## src/rtl/timer_w_irq_pkg.sv

```systemverilog
package timer_w_irq_pkg;

  // register bus geometry
  localparam int ADDR_W = 4;
  localparam int DATA_W = 8;
  localparam int CNT_W = 16;
  localparam int NUM_CHAN = 4;
  localparam int NUM_FLAG = 5;

  // register offsets
  localparam logic [ADDR_W-1:0] TIMER_IRQ_ENABLE_OFS = 4'h0;
  localparam logic [ADDR_W-1:0] TIMER_IRQ_STATUS_OFS = 4'h1;

  // field positions, shared by the enable and status registers
  localparam int OVERFLOW_BIT = 7;
  localparam int CHAN_D_BIT = 3;
  localparam int CHAN_C_BIT = 2;
  localparam int CHAN_B_BIT = 1;
  localparam int CHAN_A_BIT = 0;

  // reserved bits 6..4 read as one
  localparam logic [DATA_W-1:0] RESERVED_MASK = 8'h70;

  // reset values of the stored fields
  localparam logic [NUM_FLAG-1:0] ENABLE_RESET = 5'h00;
  localparam logic [NUM_FLAG-1:0] FLAG_RESET = 5'h00;
  localparam logic [DATA_W-1:0] UNMAPPED_READ = 8'h00;

  // index of the overflow flag inside the internal flag vector
  localparam int OVF_IDX = 4;

  // counter wrap values
  localparam logic [CNT_W-1:0] COUNT_MAX = 16'hFFFF;
  localparam logic [CNT_W-1:0] COUNT_ZERO = 16'h0000;

  // interrupt request lines to the interrupt controller
  typedef struct packed {
    logic overflow_irq_req;
    logic chan_d_irq_req;
    logic chan_c_irq_req;
    logic chan_b_irq_req;
    logic chan_a_irq_req;
  } irq_req_t;

  // one register access from software
  typedef struct packed {
    logic [ADDR_W-1:0] addr;
    logic [DATA_W-1:0] wdata;
    logic wr;
    logic rd;
  } reg_req_t;

endpackage

```

## src/rtl/timer_w_irq_flags.sv

```systemverilog
// Function
// - overflow request active only while overflow enable and overflow flag are both one
// - each channel request active only while its enable and its event flag are one
// - enables and flags reset to zero; enables are read/write
// - reserved bits 6..4 of both registers read one, writes ignored
// - status: overflow bit 7, channel D..A flags in bits 3..0
// - overflow flag sets when the counter wraps from all ones to zero
// - overflow flag clears only after read as one then write zero
// - compare channel flag sets when counter equals its general register
// - capture channel flag sets when a capture loads its general register
// - channel flag clears only after read as one then write zero
// - writing one to a flag leaves it unchanged; software cannot set flags
// - function bit zero selects compare, one selects capture setting condition
//
// Added by the designer: the strobed register port and the register offsets.
`timescale 1ns/1ps
module timer_w_irq_flags
  import timer_w_irq_pkg::*;
(
  input wire logic core_clk, // 250 MHz peripheral clock
  input wire logic reset, // asynchronous, active high
  input wire reg_req_t reg_req, // address, write data and strobes
  output logic [DATA_W-1:0] reg_rdata, // read data, valid the cycle after reg_req.rd
  input wire logic [CNT_W-1:0] timer_counter, // current counter value
  input wire logic count_tick, // counter took a new value this cycle
  input wire logic [CNT_W-1:0] general_reg_a, // channel A general register
  input wire logic [CNT_W-1:0] general_reg_b, // channel B general register
  input wire logic [CNT_W-1:0] general_reg_c, // channel C general register
  input wire logic [CNT_W-1:0] general_reg_d, // channel D general register
  input wire logic chan_a_capture_select, // 1: channel A is input capture
  input wire logic chan_b_capture_select, // 1: channel B is input capture
  input wire logic chan_c_capture_select, // 1: channel C is input capture
  input wire logic chan_d_capture_select, // 1: channel D is input capture
  input wire logic [NUM_CHAN-1:0] capture_strobe, // pulse: counter copied into channel d..a
  output irq_req_t irq_req // level requests, registered
);

  // stored state: bit 4 is overflow, bits 3..0 are channels D..A
  logic [NUM_FLAG-1:0] enable_q, enable_d;
  logic [NUM_FLAG-1:0] flag_q, flag_d;
  logic [NUM_FLAG-1:0] armed_q, armed_d;
  logic [NUM_FLAG-1:0] req_q, req_d;
  logic [CNT_W-1:0] prev_count_q;
  logic [DATA_W-1:0] rdata_q, rdata_d;

  // per-channel views gathered into vectors for the loop below
  logic [CNT_W-1:0] gen_reg [NUM_CHAN];
  logic [NUM_CHAN-1:0] capture_sel;
  logic [NUM_CHAN-1:0] chan_match;
  logic [NUM_CHAN-1:0] chan_set;
  logic overflow_set;
  logic [NUM_FLAG-1:0] set_ev;

  assign gen_reg[0] = general_reg_a;
  assign gen_reg[1] = general_reg_b;
  assign gen_reg[2] = general_reg_c;
  assign gen_reg[3] = general_reg_d;
  assign capture_sel = {chan_d_capture_select, chan_c_capture_select,
                        chan_b_capture_select, chan_a_capture_select};

  // register decode
  wire enable_sel = (reg_req.addr == TIMER_IRQ_ENABLE_OFS);
  wire status_sel = (reg_req.addr == TIMER_IRQ_STATUS_OFS);
  wire enable_wr = reg_req.wr && enable_sel;
  wire status_wr = reg_req.wr && status_sel;
  wire status_rd = reg_req.rd && status_sel;

  // write data bits that land on stored fields; reserved bits are dropped
  wire [NUM_FLAG-1:0] wr_fields = {reg_req.wdata[OVERFLOW_BIT],
                                   reg_req.wdata[CHAN_D_BIT],
                                   reg_req.wdata[CHAN_C_BIT],
                                   reg_req.wdata[CHAN_B_BIT],
                                   reg_req.wdata[CHAN_A_BIT]};

  // wrap detect: the tick that follows an all-ones count landing on zero.
  // a load of zero from any other value is not an overflow.
  assign overflow_set = count_tick && (timer_counter == COUNT_ZERO)
                        && (prev_count_q == COUNT_MAX);

  // per-channel setting condition; the function bit picks which one applies
  genvar ch;
  generate
    for (ch = 0; ch < NUM_CHAN; ch++) begin : g_chan
      // compare fires once per count, on the tick that reaches the value
      assign chan_match[ch] = count_tick && (timer_counter == gen_reg[ch]);
      assign chan_set[ch] = capture_sel[ch] ? capture_strobe[ch]
                                            : chan_match[ch];
    end
  endgenerate

  assign set_ev = {overflow_set, chan_set};

  // a write of zero clears only a flag that an earlier status read saw as one;
  // ones written are ignored, so software can never set a flag
  wire [NUM_FLAG-1:0] clear_req = status_wr ? (armed_q & ~wr_fields)
                                            : {NUM_FLAG{1'b0}};

  // set beats clear in the same cycle so no event is lost
  assign flag_d = (flag_q & ~clear_req) | set_ev;

  // arming: a status read records which flags it returned as one. any status
  // write consumes the arming, so a stale read cannot clear a later event.
  always_comb begin
    armed_d = armed_q;
    if (status_wr) begin
      armed_d = {NUM_FLAG{1'b0}};
    end else if (status_rd) begin
      armed_d = armed_q | flag_q;
    end
  end

  // enables are plain read/write fields
  assign enable_d = enable_wr ? wr_fields : enable_q;

  // requests follow next-state values so the output flop drops the same
  // cycle the flag or enable flop clears, at the cost of a wider cone
  assign req_d = flag_d & enable_d;

  // read mux; reserved bits read one, unmapped addresses read zero
  wire [DATA_W-1:0] enable_view = RESERVED_MASK
    | (DATA_W'(enable_q[OVF_IDX]) << OVERFLOW_BIT)
    | DATA_W'(enable_q[NUM_CHAN-1:0]);
  wire [DATA_W-1:0] status_view = RESERVED_MASK
    | (DATA_W'(flag_q[OVF_IDX]) << OVERFLOW_BIT)
    | DATA_W'(flag_q[NUM_CHAN-1:0]);

  always_comb begin
    rdata_d = UNMAPPED_READ;
    if (reg_req.rd) begin
      if (enable_sel) begin
        rdata_d = enable_view;
      end else if (status_sel) begin
        rdata_d = status_view;
      end else begin
        rdata_d = UNMAPPED_READ;
      end
    end
  end

  // control state
  always_ff @(posedge core_clk or posedge reset) begin
    if (reset) begin
      enable_q <= ENABLE_RESET;
      flag_q <= FLAG_RESET;
      armed_q <= '0;
      req_q <= '0;
    end else begin
      enable_q <= enable_d;
      flag_q <= flag_d;
      armed_q <= armed_d;
      req_q <= req_d;
    end
  end

  // counter history and read data; read data stands one cycle only
  always_ff @(posedge core_clk or posedge reset) begin
    if (reset) begin
      prev_count_q <= COUNT_ZERO;
      rdata_q <= UNMAPPED_READ;
    end else begin
      prev_count_q <= timer_counter;
      rdata_q <= rdata_d;
    end
  end

  assign reg_rdata = rdata_q;
  assign irq_req.overflow_irq_req = req_q[OVF_IDX];
  assign irq_req.chan_d_irq_req = req_q[CHAN_D_BIT];
  assign irq_req.chan_c_irq_req = req_q[CHAN_C_BIT];
  assign irq_req.chan_b_irq_req = req_q[CHAN_B_BIT];
  assign irq_req.chan_a_irq_req = req_q[CHAN_A_BIT];

endmodule // timer_w_irq_flags

```

## config.mk

```make
export PLATFORM = sky130hd
export DESIGN_NAME = timer_w_irq_flags
export DESIGN_NICKNAME = d
export VERILOG_FILES = /design/src/rtl/timer_w_irq_pkg.sv /design/src/rtl/timer_w_irq_flags.sv
export SDC_FILE = /design/constraint.sdc
export NUM_CORES = 1
export LEC_CHECK = 0
export BUFFER_PORTS_ARGS = -buffer_cell sky130_fd_sc_hd__buf_2
export CAP_MARGIN = 20
export CORE_ASPECT_RATIO = 1.5
export CORE_MARGIN = 3
export CORE_UTILIZATION = 50
export DETAILED_ROUTE_END_ITERATION = 8
export HOLD_SLACK_MARGIN = 0.15
export PLACE_DENSITY = 0.9
export SLEW_MARGIN = 20
export SYNTH_ARGS = -nofsm -noshare
export SYNTH_HDL_FRONTEND = slang
export SYNTH_SLANG_ARGS = --single-unit
export TNS_END_PERCENT = 5
```

## constraint.sdc

```tcl
create_clock -name core_clk -period 2.1 [get_ports core_clk]
set_clock_uncertainty 0.05 [all_clocks]
set_input_delay 0.105 -clock core_clk [delete_from_list [all_inputs] [get_ports core_clk]]
set_output_delay 0.105 -clock core_clk [all_outputs]
set_load 0.01 [all_outputs]
```

**After elaboration in Yosys (flattened, before gate mapping)**

Cells that the tools add are included.

- Register bits: 44
- Output and inout bits: 13
- Bits of input ports: 105

- Bitwise operators: 9
- Eq/ne operators: 6
- Reduce and logical (&&, ||, !) cells: 12
- Muxes and demuxes: 11

Operators by type and width:

| kind | number |
|---|---|
| $eq 16x16->1 | 4 |
| $mux 8 | 3 |
| $mux 5 | 4 |
| $eq 16x16->1 const B | 1 |
| $logic_not 16->1 | 1 |
| $or 8x4->8 | 2 |
| $and 5x5->5 | 3 |
| $not 5->5 | 2 |
| $or 5x5->5 | 2 |
| $logic_and 1x1->1 | 9 |
| $eq 4x1->1 const B | 1 |
| $logic_not 4->1 | 1 |
| $mux 1 | 4 |
| $reduce_bool 2->1 | 1 |

**Depth between registers and ports, before layout**

- Word-level depth: 7
- Depth in mapped cells: 5
- Gate-level depth less buffers: 4

**Least setup slack after synthesis**

No wires, ideal clock.

- Path kind: input-to-reg
- From: in timer_counter[9]
- To: reg req_q[4] (netlist: irq_req[4])
- Arrival time: 1221 ps
- Cell stages on the path: 5
- Required time: 1984 ps
- Library setup time: 66 ps
- Path slack: 764 ps
- Cell sequence: clkbuf_1 > or4_4 > nor4_2 > a31o_2 > and2_1

- Cells in the longest elaborated chain, start to end: 5

Ends and longest elaborated chain:

| what | line | RTL |
|---|---|---|
| start: declaration | timer_w_irq_flags.sv:24 | `input wire logic [CNT_W-1:0] timer_counter,` |
| $logic_not 16->1 | timer_w_irq_flags.sv:77 | `assign overflow_set = count_tick && (timer_counter == COUNT_ZERO)` |
| $logic_and 1x1->1 | timer_w_irq_flags.sv:77 |  |
| $logic_and 1x1->1 | timer_w_irq_flags.sv:78 | `&& (prev_count_q == COUNT_MAX);` |
| $or 5x5->5 | timer_w_irq_flags.sv:99 | `assign flag_d = (flag_q & ~clear_req) \| set_ev;` |
| net flag_d[4] | timer_w_irq_flags.sv:40 | `logic [NUM_FLAG-1:0] flag_q, flag_d;` |
| $and 5x5->5 | timer_w_irq_flags.sv:117 | `assign req_d = flag_d & enable_d;` |
| net req_d[4] | timer_w_irq_flags.sv:42 | `logic [NUM_FLAG-1:0] req_q, req_d;` |
| end signal: assignment | timer_w_irq_flags.sv:151 | `req_q <= req_d;` |
| end: declaration | timer_w_irq_flags.sv:42 |  |

The timed path passes the listed nets, and every way through them passes these cells.
A chain may end at the register's enable or synchronous reset.

**Final worst setup path**

- From: in reg_req[11] (netlist name)
- To: reg flag_q[1]

- Cells in the longest elaborated chain, start to end: 6

Ends and longest elaborated chain:

| what | line | RTL |
|---|---|---|
| start: declaration | timer_w_irq_flags.sv:22 | `input wire reg_req_t reg_req,` |
| $eq 4x1->1 | timer_w_irq_flags.sv:63 | `wire status_sel = (reg_req.addr == TIMER_IRQ_STATUS_OFS);` |
| $logic_and 1x1->1 | timer_w_irq_flags.sv:65 | `wire status_wr = reg_req.wr && status_sel;` |
| $mux 5 | timer_w_irq_flags.sv:95 | `wire [NUM_FLAG-1:0] clear_req = status_wr ? (armed_q & ~wr_fields)` |
| $not 5->5 | timer_w_irq_flags.sv:99 |  |
| $and 5x5->5 | timer_w_irq_flags.sv:99 |  |
| $or 5x5->5 | timer_w_irq_flags.sv:99 |  |
| net flag_d[1] | timer_w_irq_flags.sv:40 |  |
| end signal: assignment | timer_w_irq_flags.sv:149 | `flag_q <= flag_d;` |
| end: declaration | timer_w_irq_flags.sv:40 |  |

The timed path passes the listed nets, and every way through them passes these cells.

==> qor.csv <==
metric,value,unit
# nets final,476,
fill count,315,
die width,62.8,um
Area after DPL,2980,um2
Skew-Pair Late Insertion Delay,0.28,ns
slowest CP cell,nor4b_4,
share of layout cells above drive strength 1,35.2,%
gr ovfl total,0,
Synth Register Bits,42,
antenna violations before repair,0,
final setup fails,0,
slew margin rel.,53.6,%
GRT Overall Usage,25.5,%
Crit Path Category,input pin to flop,
"commonest non-fill, non-tap cell in the layout",buf_2,
Hold Fails Final Rpt,0,
DIE AREA,5730,um2
gpl congestion,0.859,
number of distinct library cells after synthesis,36,
area delta synth->final,41.8,%
ys flop type,dfrtp_1,
clock slew seen by the registers of the worst setup and hold paths,0.08,ns
drt first pass iters,4,
"EDFF count, synth",0,
Port Buffers,114,
WP buf/inv,2,
Max Fanout on Critical Path,15,
post-route ant nets,0,
post-synthesis cell area,2420,um2
Syn Nets,341,
CTS tree,yes,
Ys Warns,0,
mean area per synthesized cell,10.3,um2
Final WS setup,0.165,ns
most frequent cells in the layout,"114 x buf_2, 60 x xor2_1, 42 x dfrtp_1",
final setup TNS,0,ns
Worst Hold Path Cells,4,
design area,3430,um2
core area,4620,um2
Die Ht,91.2,um
vias per cell,5.32,
worst vdd ir,353,uV
Storage cell area,1050,um2
number of cells on the worst reg-to-reg path,4,
crit path launch type,input pin,
status,completed,
# DRC,0,
fin. max-slew vios,0,
CP Cell Sequence,buf_2 -> nor4b_4 -> nand4b_1 -> a22oi_1 -> dlygate4sd3_1 -> o21ai_0,
total of max-cap violations,0,
initial drt markers,111,
starting density of the core,52.4,%
vias,2321,
DP HPWL,5.22,mm
global-route wire length before repair,11.3,mm
RSZ-0062 raised after global routing,false,
Worst Path Arrival,2.04,ns
worst slew pin tran,0.693,ns
CTS Sinks,42,
Crit path largest cell delay,0.65,ns
htree depth,2,
Bufs on Longest Clock Path,2,
multi-input gate area in the final layout,1250,um2
f_max,517,MHz
period utilization,92.2,%
post-place setup slack,0.423,ns
Routed WL,7.11,mm
pwr dens,595,nW/um2
CTS Buf Count,5,
critical path depth in cells,6,
Crit path required time,2.20,ns
Mapped Cells,236,
WL/cell,16.3,um
ys async rst share,100,%
Final min period,1.94,ns
root buf cell,clkbuf_8,
largest net degree at the start of global routing,43,
row count,30,
Lkg Pwr,0.00170,uW
CP Capture Type,flop,
I/O pin count,118,
"Core Util, Final",74.4,%
vias in the first global route,2401,
type of the most critical hold path,input pin to flop,
"Largest delay share family, worst path",simple AND/OR/NAND/NOR gates,
diodes inserted,0,
sequential cell area fraction in the yosys report,43.4,%
r2r setup slk,0.49,ns
[power by group]
part | internal (uW) | switching (uW) | leakage, uW
logic | 243 | 258 | 0.00114
clock network | 356 | 251 | 0.0000524
registers | 896 | 37.6 | 0.000502
[path summary, 6_finish.rpt]
kind                                   startpoint                      to
hold / removal                  general_reg_c[13]     flag_q[2]$_DFF_PP0_
hold reg to reg            armed_q[2]$_DFFE_PP0P_  armed_q[2]$_DFFE_PP0P_
setup reg to reg           armed_q[1]$_DFFE_PP0P_     flag_q[1]$_DFF_PP0_
min in group asynchronous                   reset     flag_q[2]$_DFF_PP0_
setup / recovery                      reg_req[11]     flag_q[1]$_DFF_PP0_
max in group asynchronous                   reset     flag_q[1]$_DFF_PP0_
[synthesized netlist by cell type (all sizes together), types with 4 or more instances]
cell type | count | area, um2
xnor2 | 4 | 35.0
nor2b | 4 | 25.0
o21ai | 4 | 20.0
a21boi | 4 | 30.0
buf | 6 | 46.3
nor2 | 15 | 58.8
nor3 | 6 | 30.0
a21oi | 5 | 25.0
inv | 9 | 33.8
o22ai | 4 | 25.0
nand4b | 4 | 35.0
mux2i | 5 | 50.1
and3 | 4 | 25.0
nand3 | 9 | 45.0
a22oi | 4 | 30.0
nor4 | 13 | 87.6
xor2 | 60 | 526
dfrtp | 42 | 1050
clkbuf | 15 | 56.3
o2111ai | 4 | 35.0
[routing by layer]
metal / global-route usage (%) / share of wire [%] / vias to the layer above
met4: 14.0 / 3.9 / 0
met3: 3.34 / 6.3 / 17
li1: - / - / 1075
met2: 47.3 / 53 / 132
met5: 0 / 0 / -
met1: 27.3 / 36 / 1097
[tightest hold or removal path, cell delays in order]
cell and delay (ns):
buf_2 0.09, xnor2_1 0.08, nand3_1 0.07, o21ai_0 0.10
[flip-flops by register name (all words and copies together) (netlist names)]
signal / flops
armed_q: 5
enable_q: 5
flag_q: 5
irq_req: 5
prev_count_q: 16
reg_rdata: 6
[per-stage QoR]
step,cells,power [uW],hold WS (ns)
2_1_floorplan,236,1200,0.0864
3_3_place_gp,395,1370,0.212
3_5_place_dp,395,1390,0.219
4_1_cts,437,2030,0.152
5_1_grt,436,2130,0.188
6_report,436,2040,0.156
[layout make-up]
cell class              count  area share [%]
clock buffers               7            2.22
well taps                  64            2.33
flip-flops and latches     42            30.6
inverters                   9           0.984
multi-input cells         164            36.3
clock inverters             1           0.875
repair buffers            149            26.7
[cells by family (layout without fill, tap and decap cells)]
family          after synthesis  in the layout  synth area share [%]
xor+xnor                     64             64                  23.2
flops                        42             42                  43.4
compound gates               27             27                  7.55
simple gates                 67             67                  17.7
buf+inv                      30            166                  5.63
mux                           6              6                  2.53
[timing repair]
action	4_1_cts	5_1_grt
setup buffers	0	0
endpoints found under the hold margin	68	0
gates resized for setup	0	2
hold buffers	34	0
setup endpoints to repair	0	1
Note: power is estimated with default switching activity, not from simulation.
